$ cat src/fcrs_params.svh
// offsets, field positions, reset values and counts of the flow character block
`ifndef FCRS_PARAMS_SVH
`define FCRS_PARAMS_SVH

// register offsets on the side bus
`define FCRS_OFS_RESUME_CMP   8'h41
`define FCRS_OFS_PAUSE_CMP    8'h42
`define FCRS_OFS_WAKE_CMP     8'h43
`define FCRS_OFS_FLOW_STATUS  8'h44
`define FCRS_OFS_CONTROL      8'h48
`define FCRS_OFS_INT_STATUS   8'h49
`define FCRS_OFS_INT_MASK     8'h4A

// reset values
`define FCRS_RST_RESUME_CMP   8'h11
`define FCRS_RST_PAUSE_CMP    8'h13
`define FCRS_RST_WAKE_CMP     8'h00
`define FCRS_RST_CONTROL      8'h00
`define FCRS_RST_INT_MASK     8'h00

// control register fields
`define FCRS_CTL_AUTO_RX_FLOW 0
`define FCRS_CTL_TX_FLOW      1

// flow status fields
`define FCRS_FS_RX_PAUSE      6
`define FCRS_FS_RX_RESUME     7
`define FCRS_FS_TX_RESUME     4
`define FCRS_FS_TX_PAUSE      5

// interrupt status and mask fields
`define FCRS_INT_RESUME_RX    0
`define FCRS_INT_PAUSE_RX     1
`define FCRS_INT_WAKE_RX      2
`define FCRS_INT_TX_HALTED    3
`define FCRS_INT_BITS         4

// longest frame in bit times: start, eight data, parity, two stop
`define FCRS_CHAR_BITS        4'hC

`endif

$ cat src/fcrs_pkg.sv
// types of the flow character recognition and status block
package fcrs_pkg;

  typedef enum logic [1:0] {
    FLOW_NORMAL,
    FLOW_HALT_PEND,
    FLOW_HALTED,
    FLOW_RESTARTED
  } fcrs_flow_t;

  typedef enum logic [1:0] {
    LINE_NORMAL,
    LINE_IDLE_WAIT,
    LINE_PAUSE_PEND,
    LINE_RESUME_PEND
  } fcrs_line_t;

endpackage

$ cat src/fcrs_char_match.sv
// eight-bit comparison of each received character against the three compare values
`timescale 1ns/1ps
`default_nettype none

module fcrs_char_match (
  // clock and reset
  input  wire logic       clk,
  input  wire logic       reset,
  // received character
  input  wire logic       rxCharValid,
  input  wire logic [7:0] rxChar,
  // compare values
  input  wire logic [7:0] resumeCompare,
  input  wire logic [7:0] pauseCompare,
  input  wire logic [7:0] wakeCompare,
  // one pulse per matching register
  output logic            resumeMatch,
  output logic            pauseMatch,
  output logic            wakeMatch
);

  logic next_resumeMatch;
  logic next_pauseMatch;
  logic next_wakeMatch;

  always_comb begin
    next_resumeMatch = rxCharValid && (rxChar == resumeCompare);
    next_pauseMatch  = rxCharValid && (rxChar == pauseCompare);
    next_wakeMatch   = rxCharValid && (rxChar == wakeCompare);
  end

  always_ff @(posedge clk) begin
    if (reset) begin
      resumeMatch <= 1'b0;
      pauseMatch  <= 1'b0;
      wakeMatch   <= 1'b0;
    end else begin
      resumeMatch <= next_resumeMatch;
      pauseMatch  <= next_pauseMatch;
      wakeMatch   <= next_wakeMatch;
    end
  end

endmodule

`default_nettype wire

$ cat src/fcrs_top.sv
// flow character recognition, flow status register and interrupt of one uart channel
//
// Function
// resume compare register, eight bits, resets to 0x11.
// pause compare register, eight bits, resets to 0x13.
// wake address compare register, eight bits, resets to 0x00.
// reading flow status returns bits 7:4 then clears them.
// bits 7:6: 01 pause seen, 10 resume seen, 11 both.
// received indications stay set until the next status read.
// received field updates on every match whatever the modes or mask.
// bits 5:4: last auto flow char sent, 01 resume, 10 pause, 11 both.
// sent field reads 00 and is cleared while auto receiver flow is off.
// software leaving auto mode after a pause must send resume itself.
// bits 3:2 at 00: transmitter runs unaffected by flow characters.
// 01 halt pending; stop after current character, then field becomes 11.
// 10 restarted after halt; a status read returns it to normal.
// 11 transmitter stopped by received pause character.
// bits 1:0: normal, idle wait, pause pending, resume pending.
// pending send states end within one character time.
// each received character compared on eight bits, one pulse per register.
`timescale 1ns/1ps
`default_nettype none
`include "fcrs_params.svh"

module fcrs_top
  import fcrs_pkg::*;
(
  // clock and reset
  input  wire logic       clk,
  input  wire logic       reset,
  // register port
  input  wire logic [7:0] regAddr,
  input  wire logic [7:0] regWrData,
  input  wire logic       regWrite,
  input  wire logic       regRead,
  output logic      [7:0] regRdData,
  // receiver
  input  wire logic       rxCharValid,
  input  wire logic [7:0] rxChar,
  // transmitter engine
  input  wire logic       bitTick,
  input  wire logic       txActive,
  input  wire logic       txCharDone,
  input  wire logic       txFifoEmpty,
  input  wire logic       pauseSendRequest,
  input  wire logic       resumeSendRequest,
  input  wire logic       autoPauseSent,
  input  wire logic       autoResumeSent,
  output logic            txHalt,
  output logic            txSendPause,
  output logic            txSendResume,
  output logic            autoRxFlowEnable,
  // recognition pulses
  output logic            resumeSeen,
  output logic            pauseSeen,
  output logic            wakeSeen,
  // interrupt
  output logic            irq
);

  function automatic logic regHit(input logic [7:0] addr, input logic [7:0] offset);
    regHit = (addr == offset);
  endfunction

  logic                       resumeMatch;
  logic                       pauseMatch;
  logic                       wakeMatch;
  logic [7:0]                 resumeCompare;
  logic [7:0]                 pauseCompare;
  logic [7:0]                 wakeCompare;
  logic [7:0]                 control;
  logic [1:0]                 rxField;
  logic [1:0]                 txSentField;
  logic [`FCRS_INT_BITS-1:0]  intStatus;
  logic [`FCRS_INT_BITS-1:0]  intMask;
  fcrs_flow_t                 flowState;
  fcrs_line_t                 lineState;
  logic [3:0]                 bitCount;
  logic [7:0]                 next_resumeCompare;
  logic [7:0]                 next_pauseCompare;
  logic [7:0]                 next_wakeCompare;
  logic [7:0]                 next_control;
  logic [1:0]                 next_rxField;
  logic [1:0]                 next_txSentField;
  logic [`FCRS_INT_BITS-1:0]  next_intStatus;
  logic [`FCRS_INT_BITS-1:0]  next_intMask;
  fcrs_flow_t                 next_flowState;
  fcrs_line_t                 next_lineState;
  logic [3:0]                 next_bitCount;
  logic [7:0]                 next_regRdData;
  logic [7:0]                 flowStatus;
  logic [1:0]                 flowField;
  logic [1:0]                 lineField;
  logic                       statusRead;
  logic                       flowCtlOn;
  logic                       haltedEvent;

  fcrs_char_match u_match (
    .clk           (clk),
    .reset         (reset),
    .rxCharValid   (rxCharValid),
    .rxChar        (rxChar),
    .resumeCompare (resumeCompare),
    .pauseCompare  (pauseCompare),
    .wakeCompare   (wakeCompare),
    .resumeMatch   (resumeMatch),
    .pauseMatch    (pauseMatch),
    .wakeMatch     (wakeMatch)
  );

  ////////////////////////////////////////////////////////////////////////////////
  // writable registers

  assign statusRead = regRead && regHit(regAddr, `FCRS_OFS_FLOW_STATUS);
  assign flowCtlOn  = control[`FCRS_CTL_TX_FLOW];

  always_comb begin
    next_resumeCompare = resumeCompare;
    next_pauseCompare  = pauseCompare;
    next_wakeCompare   = wakeCompare;
    next_control       = control;
    next_intMask       = intMask;
    if (regWrite) begin
      if (regHit(regAddr, `FCRS_OFS_RESUME_CMP)) begin
        next_resumeCompare = regWrData;
      end
      if (regHit(regAddr, `FCRS_OFS_PAUSE_CMP)) begin
        next_pauseCompare = regWrData;
      end
      if (regHit(regAddr, `FCRS_OFS_WAKE_CMP)) begin
        next_wakeCompare = regWrData;
      end
      if (regHit(regAddr, `FCRS_OFS_CONTROL)) begin
        next_control = {6'h00, regWrData[1:0]};
      end
      if (regHit(regAddr, `FCRS_OFS_INT_MASK)) begin
        next_intMask = regWrData[`FCRS_INT_BITS-1:0];
      end
    end
  end

  always_ff @(posedge clk) begin
    if (reset) begin
      resumeCompare <= `FCRS_RST_RESUME_CMP;
      pauseCompare  <= `FCRS_RST_PAUSE_CMP;
      wakeCompare   <= `FCRS_RST_WAKE_CMP;
      control       <= `FCRS_RST_CONTROL;
      intMask       <= 4'(`FCRS_RST_INT_MASK);
    end else begin
      resumeCompare <= next_resumeCompare;
      pauseCompare  <= next_pauseCompare;
      wakeCompare   <= next_wakeCompare;
      control       <= next_control;
      intMask       <= next_intMask;
    end
  end

  ////////////////////////////////////////////////////////////////////////////////
  // sticky received and sent fields; a new event in the read cycle survives

  always_comb begin
    next_rxField = rxField;
    if (statusRead) begin
      next_rxField = 2'h0;
    end
    // no mode or mask term here, so the field works as a plain detector
    if (pauseMatch) begin
      next_rxField[`FCRS_FS_RX_PAUSE-6] = 1'b1;
    end
    if (resumeMatch) begin
      next_rxField[`FCRS_FS_RX_RESUME-6] = 1'b1;
    end

    next_txSentField = txSentField;
    if (statusRead) begin
      next_txSentField = 2'h0;
    end
    if (autoResumeSent) begin
      next_txSentField[`FCRS_FS_TX_RESUME-4] = 1'b1;
    end
    if (autoPauseSent) begin
      next_txSentField[`FCRS_FS_TX_PAUSE-4] = 1'b1;
    end
    // leaving auto mode drops the record; software then owes the resume itself
    if (!next_control[`FCRS_CTL_AUTO_RX_FLOW]) begin
      next_txSentField = 2'h0;
    end
  end

  always_ff @(posedge clk) begin
    if (reset) begin
      rxField     <= 2'h0;
      txSentField <= 2'h0;
    end else begin
      rxField     <= next_rxField;
      txSentField <= next_txSentField;
    end
  end

  ////////////////////////////////////////////////////////////////////////////////
  // transmitter flow state, bits 3:2

  always_comb begin
    next_flowState = flowState;
    unique case (flowState)
      FLOW_NORMAL, FLOW_RESTARTED: begin
        if (flowCtlOn && pauseMatch) begin
          // a character on the line is never cut short
          next_flowState = txActive ? FLOW_HALT_PEND : FLOW_HALTED;
        end else if (flowState == FLOW_RESTARTED && statusRead) begin
          next_flowState = FLOW_NORMAL;
        end
      end
      FLOW_HALT_PEND: begin
        if (resumeMatch) begin
          next_flowState = FLOW_NORMAL;
        end else if (txCharDone || !txActive) begin
          next_flowState = FLOW_HALTED;
        end
      end
      FLOW_HALTED: begin
        if (resumeMatch) begin
          next_flowState = FLOW_RESTARTED;
        end
      end
    endcase
    if (!flowCtlOn) begin
      next_flowState = FLOW_NORMAL;
    end
  end

  always_ff @(posedge clk) begin
    if (reset) begin
      flowState <= FLOW_NORMAL;
      txHalt    <= 1'b0;
    end else begin
      flowState <= next_flowState;
      txHalt    <= (next_flowState == FLOW_HALTED);
    end
  end

  always_comb begin
    unique case (flowState)
      FLOW_NORMAL:    flowField = 2'h0;
      FLOW_HALT_PEND: flowField = 2'h1;
      FLOW_RESTARTED: flowField = 2'h2;
      FLOW_HALTED:    flowField = 2'h3;
    endcase
  end

  assign haltedEvent = (next_flowState == FLOW_HALTED) && (flowState != FLOW_HALTED);

  ////////////////////////////////////////////////////////////////////////////////
  // transmit line flow character state, bits 1:0

  always_comb begin
    next_lineState = lineState;
    next_bitCount  = 4'h0;
    unique case (lineState)
      LINE_NORMAL: begin
        if (pauseSendRequest) begin
          next_lineState = LINE_PAUSE_PEND;
        end else if (resumeSendRequest) begin
          next_lineState = LINE_RESUME_PEND;
        end
      end
      LINE_PAUSE_PEND, LINE_RESUME_PEND: begin
        next_bitCount = bitTick ? bitCount + 4'h1 : bitCount;
        if ((lineState == LINE_PAUSE_PEND && autoPauseSent) ||
            (lineState == LINE_RESUME_PEND && autoResumeSent)) begin
          next_lineState = LINE_IDLE_WAIT;
          next_bitCount  = 4'h0;
        end else if (next_bitCount == `FCRS_CHAR_BITS) begin
          // a request the engine never served is dropped after a frame
          next_lineState = LINE_NORMAL;
          next_bitCount  = 4'h0;
        end
      end
      LINE_IDLE_WAIT: begin
        if (bitTick && !txFifoEmpty) begin
          next_lineState = LINE_NORMAL;
        end
      end
    endcase
  end

  always_ff @(posedge clk) begin
    if (reset) begin
      lineState    <= LINE_NORMAL;
      bitCount     <= 4'h0;
      txSendPause  <= 1'b0;
      txSendResume <= 1'b0;
    end else begin
      lineState    <= next_lineState;
      bitCount     <= next_bitCount;
      txSendPause  <= (next_lineState == LINE_PAUSE_PEND);
      txSendResume <= (next_lineState == LINE_RESUME_PEND);
    end
  end

  always_comb begin
    unique case (lineState)
      LINE_NORMAL:      lineField = 2'h0;
      LINE_IDLE_WAIT:   lineField = 2'h1;
      LINE_PAUSE_PEND:  lineField = 2'h2;
      LINE_RESUME_PEND: lineField = 2'h3;
    endcase
  end

  ////////////////////////////////////////////////////////////////////////////////
  // interrupt status, write one to clear, set wins

  always_comb begin
    next_intStatus = intStatus;
    if (regWrite && regHit(regAddr, `FCRS_OFS_INT_STATUS)) begin
      next_intStatus = intStatus & ~regWrData[`FCRS_INT_BITS-1:0];
    end
    if (resumeMatch) begin
      next_intStatus[`FCRS_INT_RESUME_RX] = 1'b1;
    end
    if (pauseMatch) begin
      next_intStatus[`FCRS_INT_PAUSE_RX] = 1'b1;
    end
    if (wakeMatch) begin
      next_intStatus[`FCRS_INT_WAKE_RX] = 1'b1;
    end
    if (haltedEvent) begin
      next_intStatus[`FCRS_INT_TX_HALTED] = 1'b1;
    end
  end

  always_ff @(posedge clk) begin
    if (reset) begin
      intStatus <= '0;
      irq       <= 1'b0;
    end else begin
      intStatus <= next_intStatus;
      irq       <= |(next_intStatus & next_intMask);
    end
  end

  ////////////////////////////////////////////////////////////////////////////////
  // read data and outward pulses

  assign flowStatus = {rxField, txSentField, flowField, lineField};

  always_comb begin
    next_regRdData = 8'h00;
    if (regRead) begin
      unique case (regAddr)
        `FCRS_OFS_RESUME_CMP:  next_regRdData = resumeCompare;
        `FCRS_OFS_PAUSE_CMP:   next_regRdData = pauseCompare;
        `FCRS_OFS_WAKE_CMP:    next_regRdData = wakeCompare;
        `FCRS_OFS_FLOW_STATUS: next_regRdData = flowStatus;
        `FCRS_OFS_CONTROL:     next_regRdData = control;
        `FCRS_OFS_INT_STATUS:  next_regRdData = {4'h0, intStatus};
        `FCRS_OFS_INT_MASK:    next_regRdData = {4'h0, intMask};
        default:               next_regRdData = 8'h00;
      endcase
    end
  end

  always_ff @(posedge clk) begin
    if (reset) begin
      regRdData        <= 8'h00;
      autoRxFlowEnable <= 1'b0;
      resumeSeen       <= 1'b0;
      pauseSeen        <= 1'b0;
      wakeSeen         <= 1'b0;
    end else begin
      regRdData        <= next_regRdData;
      autoRxFlowEnable <= next_control[`FCRS_CTL_AUTO_RX_FLOW];
      resumeSeen       <= resumeMatch;
      pauseSeen        <= pauseMatch;
      wakeSeen         <= wakeMatch;
    end
  end

endmodule

`default_nettype wire

$ cat config.mk
export PLATFORM = sky130hd
export DESIGN_NAME = fcrs_top
export DESIGN_NICKNAME = d
export VERILOG_FILES = /design/src/fcrs_pkg.sv /design/src/fcrs_char_match.sv /design/src/fcrs_top.sv
export VERILOG_INCLUDE_DIRS = /design/src
export SDC_FILE = /design/constraint.sdc
export NUM_CORES = 1
export LEC_CHECK = 0
export ABC_AREA = 1
export BUFFER_PORTS_ARGS = -buffer_cell sky130_fd_sc_hd__buf_2
export CORE_MARGIN = 1
export CORE_UTILIZATION = 46
export DETAILED_ROUTE_END_ITERATION = 8
export PLACE_DENSITY = 0.72
export SKIP_LAST_GASP = 1
export SLEW_MARGIN = 20
export SYNTH_ARGS = -nofsm -noshare
export SYNTH_HDL_FRONTEND = slang
export SYNTH_SLANG_ARGS = --single-unit
$ cat constraint.sdc
create_clock -name clk -period 1.4 [get_ports clk]
set_input_delay 0.07 -clock clk [delete_from_list [all_inputs] [get_ports clk]]
set_output_delay 0.07 -clock clk [all_outputs]
set_load 0.02 [all_outputs]
---- After elaboration in Yosys (flattened, before gate mapping) ----
Index checks and enable logic that the tools add are counted.
word-level totals
  word-level logic and storage cells ...... 116
  output and inout bits ................... 16
  register bits ........................... 64
operators by class
  equal/unequal tests ..................... 21
  bitwise operators ....................... 6
  add/sub/neg operators ................... 1
  multiplexer cells ....................... 32
  reductions and logical operators ........ 31
operator list
  operator                                        number
  == test 8 x 7 -> 1 bit (second input constant)  7
  one-hot mux 8 bit (7 select lines)              1
  two-way mux 2 bit                               13
  == test 8 bit                                   3
  two-way mux 4 bit                               4
  one-hot mux 2 bit (4 select lines)              2
  == test 2 bit (second input constant)           7
  one-hot mux 2 bit (3 select lines)              2
  logical AND 1 bit                               11
  two-way mux 1 bit                               10
  AND 4 bit                                       2
  AND reduction 2 bit                             4
  nonzero test 2 bit                              4
  OR reduction 2 bit                              4
  OR reduction 4 bit                              2
  adder 4 x 1 -> 4 bit (second input constant)    1
  == test 2 x 1 -> 1 bit (second input constant)  2
  == test 4 bit (second input constant)           1
  logical NOT 2 bit                               2
  NOT 4 bit                                       1
  NOT 1 bit                                       3
  logical NOT 1 bit                               2
  logical OR 1 bit                                2
  != test 2 bit (second input constant)           1

---- Longest topological paths before layout ----
  depth in word-level cells ............... 12
  mapped depth ............................ 14

---- Cells and area by module ----
A second synthesis with hierarchy kept.
second synthesis, totals
  cells, all modules ...................... 471
  area, all modules ....................... 3243.1 µm²
by module, submodules not included
  module           cells each  instances  area an instance (µm²)  seq. area each (µm²)
  fcrs_top         366         1          2753.9                  1221.2
  fcrs_char_match  105         1          489.2                   60.1

---- Least setup slack after synthesis ----
OpenSTA, ideal clock, no wires.
  kind .................................... reg-to-reg
  from .................................... register flowState[0]
  to ...................................... register irq
  path buffers ............................ 0
  stages on the path, launching flop included .. 11
  arrival ................................. 1253 ps
  path slack .............................. 35 ps
  clock period less this slack ............ 1365 ps
  path through ............................ dfxtp_1 > inv_1 > ha_1 > nor2_1 > a21oi_1 > nand2_1 > nor2_1 > nand2_1 > nand2_1 > nand2_1 > nand2_1
between the ends
  longest elaborated chain between the ends .. 11
  elaborated cells on any way between the ends .. 19
RTL lines
  element                             line                              text
  start, declared                     fcrs_top.sv:76                    fcrs_flow_t flowState;
  start signal, assigned              fcrs_top.sv:237                   flowState <= next_flowState;
  == test 2 bit                       fcrs_top.sv:205, fcrs_top.sv:210
  logical AND 1 bit                   fcrs_top.sv:210                   end else if (flowState == FLOW_RESTARTED && statusRead) begin
  two-way mux 2 bit                   fcrs_top.sv:210
  two-way mux 2 bit                   fcrs_top.sv:207                   if (flowCtlOn && pauseMatch) begin
  one-hot mux 2 bit (3 select lines)  fcrs_top.sv:205                   unique case (flowState)
  two-way mux 2 bit                   fcrs_top.sv:227                   if (!flowCtlOn) begin
  == test 2 bit                       fcrs_top.sv:251                   assign haltedEvent = (next_flowState == FLOW_HALTED) && (flowState != FLOW_HALTED);
  logical AND 1 bit *                 fcrs_top.sv:251
  two-way mux 1 bit *                 fcrs_top.sv:327                   if (haltedEvent) begin
  AND 4 bit *                         fcrs_top.sv:338                   irq <= |(next_intStatus & next_intMask);
  OR reduction 4 bit *                fcrs_top.sv:338
  end signal, assigned                fcrs_top.sv:338
  end, declared                       fcrs_top.sv:58                    output logic irq
Every way passes the cells marked *; elsewhere a longest branch is shown, timed or not.
A chain may end at the register's enable or synchronous reset.

---- Final worst setup path ----
  from .................................... register bitCount[0]
  to ...................................... register txSendResume
between the ends
  longest elaborated chain between the ends .. 7
RTL lines
  element                               line             text
  start, declared                       fcrs_top.sv:78   logic [3:0] bitCount;
  start signal, assigned                fcrs_top.sv:295  bitCount <= next_bitCount;
  adder 4 x 1 -> 4 bit                  fcrs_top.sv:268  next_bitCount = bitTick ? bitCount + 4'h1 : bitCount;
  two-way mux 4 bit *                   fcrs_top.sv:268
  == test 4 bit (no source line) *      n/a
  two-way mux 2 bit *                   fcrs_top.sv:273  end else if (next_bitCount == `FCRS_CHAR_BITS) begin
  two-way mux 2 bit *                   fcrs_top.sv:269  if ((lineState == LINE_PAUSE_PEND && autoPauseSent) ||
  one-hot mux 2 bit (3 select lines) *  fcrs_top.sv:259  unique case (lineState)
  == test 2 bit *                       fcrs_top.sv:297  txSendResume <= (next_lineState == LINE_RESUME_PEND);
  end signal, assigned                  fcrs_top.sv:297
  end, declared                         fcrs_top.sv:51   output logic txSendResume,
Marks and branches as above.

==> summary.txt <==
Worst setup path
  – Critical Path, Cell by Cell: nand4_1 -> xnor2_2 -> nand4_1 -> nand3_1 -> o21ai_1 -> inv_1 -> a21oi_1
  – Cell family contributing the most delay on the critical path: simple AND/OR/NAND/NOR gates
  – Most Frequent Cell on Critical Path: nand4_1
  – Worst setup EP type: flop
  – Buf/Inv on CP: 1
  – Worst Setup Path Type: reg2reg
  – Arrival time worst endpoint: 1630 ps
  – CP peak stage delay: 370 ps
  – Worst EP required: 1640 ps
  – Worst Path Max Fanout: 3
  – Worst path slowest cell: dfxtp_4
  – Startpoint Class: flop

Final layout
  – Fin cells: 578
  – Area occupied by multi-input gates: 0.00157 sq mm
  – Final #Nets: 538
  – Final Util: 0.605
  – Most frequent cells in the layout: 75 x nand2_1, 59 x dfxtp_1, 57 x inv_1
  – Seq. cell area: 0.00129 sq mm
  – N_diodes: 0
  – Area growth syn-to-layout: 25.7%
  – Fraction of layout cells with a size suffix above 1: 0.269
  – Commonest non-fill, non-tap cell in the layout: nand2_1
  – FILL cells: 610

Clock network
  – Clk Latency, worst-skew pair: 350 ps
  – Clock transition at path regs: 70 ps
  – Bufs on Longest Clock Path: 2
  – Clk Tree Root Cell: clkbuf_8
  – Cts bufs inserted: 9
  – CTS sink count: 64
  – CTS H-tree depth: 3
  – CTS tree: yes

Yosys
  – Dominant cells by area after synthesis: dfxtp_1 41%, nand2_1 9.5%, inv_1 7.3%
  – Largest area contributor in the netlist: dfxtp_1
  – FFs w/ async S/R, synth: 0
  – Distinct cells, synth: 38
  – EDFF count, synth: 0
  – Yosys top cell area share: 0.415
  – FF+latch count, synth: 64
  – Seq/Total Area, Yosys: 0.415
  – Netlist Area Pre-Place: 0.00309 sq mm
  – Mapped Nets: 462
  – Mean cell area of the mapped netlist: 7.34 sq um
  – YS warnings: 0
  – Dominant synthesized flop cell: dfxtp_1
  – Mapped Cells: 421

STA
  – Final min period: 1390 ps
  – Worst-margin pin slew: 412 ps
  – Max Fclk: 717 MHz
  – Final Skew: 9.36 ps
  – Slew Viols, Final: 0
  – Final hold slack: 6.83 ps
  – Slew HR: 0.726
  – Setup Viol. Count Final: 0
  – RSZ-0062 raised after global routing: true
  – Tcrit/Tclk final: 0.996
  – Final hold violations: 0

GRT
  – Grt ovf: 0
  – Largest net degree at the start of global routing: 21
  – Initial antenna violation count: 0
  – Gr usage total: 0.253
  – First-pass GRT wire length: 13800 um
  – Number of global-route vias before repair: 2905

Drt
  – Avg WL per Cell: 14.9 um
  – Post-route DRC: 6
  – Final ANT Viol Nets: 0
  – Final WL: 8600 um
  – Via count: 3080
  – Starting DRT DRC Count: 250
  – DR pass1 iterations: 6
  – DR vias/cell: 5.33

Placed design
  – HPWL Detailed: 6280 um
  – IO buf count: 52
  – Placed insts: 554
  – RePlAce Congestion: 0.913

Job
  – Max Cap Viol: 0

Hold path
  – Min-delay worst type: in2reg

Pwr
  – LEAKAGE: 1.75 nW
  – Pwr Density: 975 mW/mm^2
  – Total power: 3.79 mW
  – Worst IR drop on VDD: 0.000576 V

Die
  – Die Height: 84.0 um
  – I/O pin cnt: 53
  – Row count: 29
  – CORE AREA: 0.00642 sq mm
  – Die width: 84.0 um
  – Starting Density: 0.481
  – Die Area: 0.00705 sq mm

Status
  – Outcome: complete, but fails checks
  – Violated checks: DRC
what timing repair did:
item	in CTS	in global routing
setup buffers	5	1
gates resized for setup	5	20
pin swaps	1	9
endpoints found under the hold margin	4	0
hold buffers	3	0
setup endpoints to repair	5	10
cell type report:
| cell class | instances | area share |
|---|---|---|
| Inverter | 71 | 0.0686 |
| Sequential cell | 64 | 0.332 |
| Tap cell | 77 | 0.0248 |
| Multi-Input combinational cell | 276 | 0.405 |
| Timing Repair Buffer | 75 | 0.120 |
| Clock inverter | 2 | 0.00322 |
| Clock buffer | 13 | 0.0461 |
path summary, 6_finish.rpt:
path / start / endpoint / slack, ps / cells after the start
worst max-delay path: bitCount[0]$_SDFF_PP0_ / txSendResume$_SDFF_PP0_ / 6 / 7
worst min-delay path: regWrData[6] / resumeCompare[6]$_SDFFE_PP0P_ / 7 / 3
worst max register to register: bitCount[0]$_SDFF_PP0_ / txSendResume$_SDFF_PP0_ / 6 / 7
worst min register to register: u_match.wakeMatch$_SDFF_PP0_ / wakeSeen$_SDFF_PP0_ / 450 / 2
cells by family after synthesis:
kind of cell / share of synthesized area
buf+inv: 0.103
flops: 0.415
compound gates: 0.181
mux: 0.00324
fa+ha+maj: 0.0162
simple gates: 0.236
xor+xnor: 0.0454
tightest hold or removal path, cell delays in order:
cell	delay (ps)
buf_2	110
nand3_1	70
a21oi_1	60
synthesized netlist by cell type, types with 3 or more instances:
| library cell | instances |
|---|---|
| a21oi_1 | 38 |
| a221oi_1 | 3 |
| a41oi_1 | 3 |
| clkbuf_1 | 4 |
| dfxtp_1 | 64 |
| ha_1 | 4 |
| inv_1 | 60 |
| inv_2 | 11 |
| nand2_1 | 78 |
| nand3_1 | 26 |
| nand4_1 | 6 |
| nand4_2 | 3 |
| nor2_1 | 30 |
| nor2_2 | 6 |
| o211ai_1 | 5 |
| o21a_1 | 3 |
| o21ai_0 | 21 |
| o21ai_1 | 7 |
| o22ai_1 | 9 |
| o31ai_1 | 3 |
| xnor2_1 | 10 |
| xor2_1 | 6 |
registers in the layout, summed over array words and instances (netlist names), 2 cells and up:
name,flops
regRdData,8
bitCount,4
rxField,2
resumeCompare,8
txSentField,2
wakeCompare,8
pauseCompare,8
intStatus,4
lineState,2
flowState,2
intMask,4
metrics by stage:
| step | TNS, ps | instance area [sq um] | setup slack [ps] |
|---|---|---|---|
| global route | -332 | 3880 | -91.2 |
| CTS | -11.1 | 3820 | -11.1 |
| detailed placement | -182 | 3520 | -72.9 |
| global placement | -7.27 | 3520 | -7.27 |
| floorplan | 0 | 3090 | 34.8 |
| finish | 0 | 3880 | 6.02 |
routing by layer:
layer	track usage	vias up	part of all wire
met5	0	-	0
met4	0.119	0	0.025
met3	0.0455	18	0.056
met2	0.414	92	0.47
met1	0.321	1430	0.45
li1	-	1540	-
report_power, final:
| group | total [mW] | internal (mW) | switching [mW] |
|---|---|---|---|
| clock network | 1.56 | 0.824 | 0.735 |
| logic | 0.364 | 0.140 | 0.223 |
| registers | 1.86 | 1.85 | 0.0174 |
| total | 3.79 | 2.81 | 0.976 |
(Power assumes the default switching activity.)
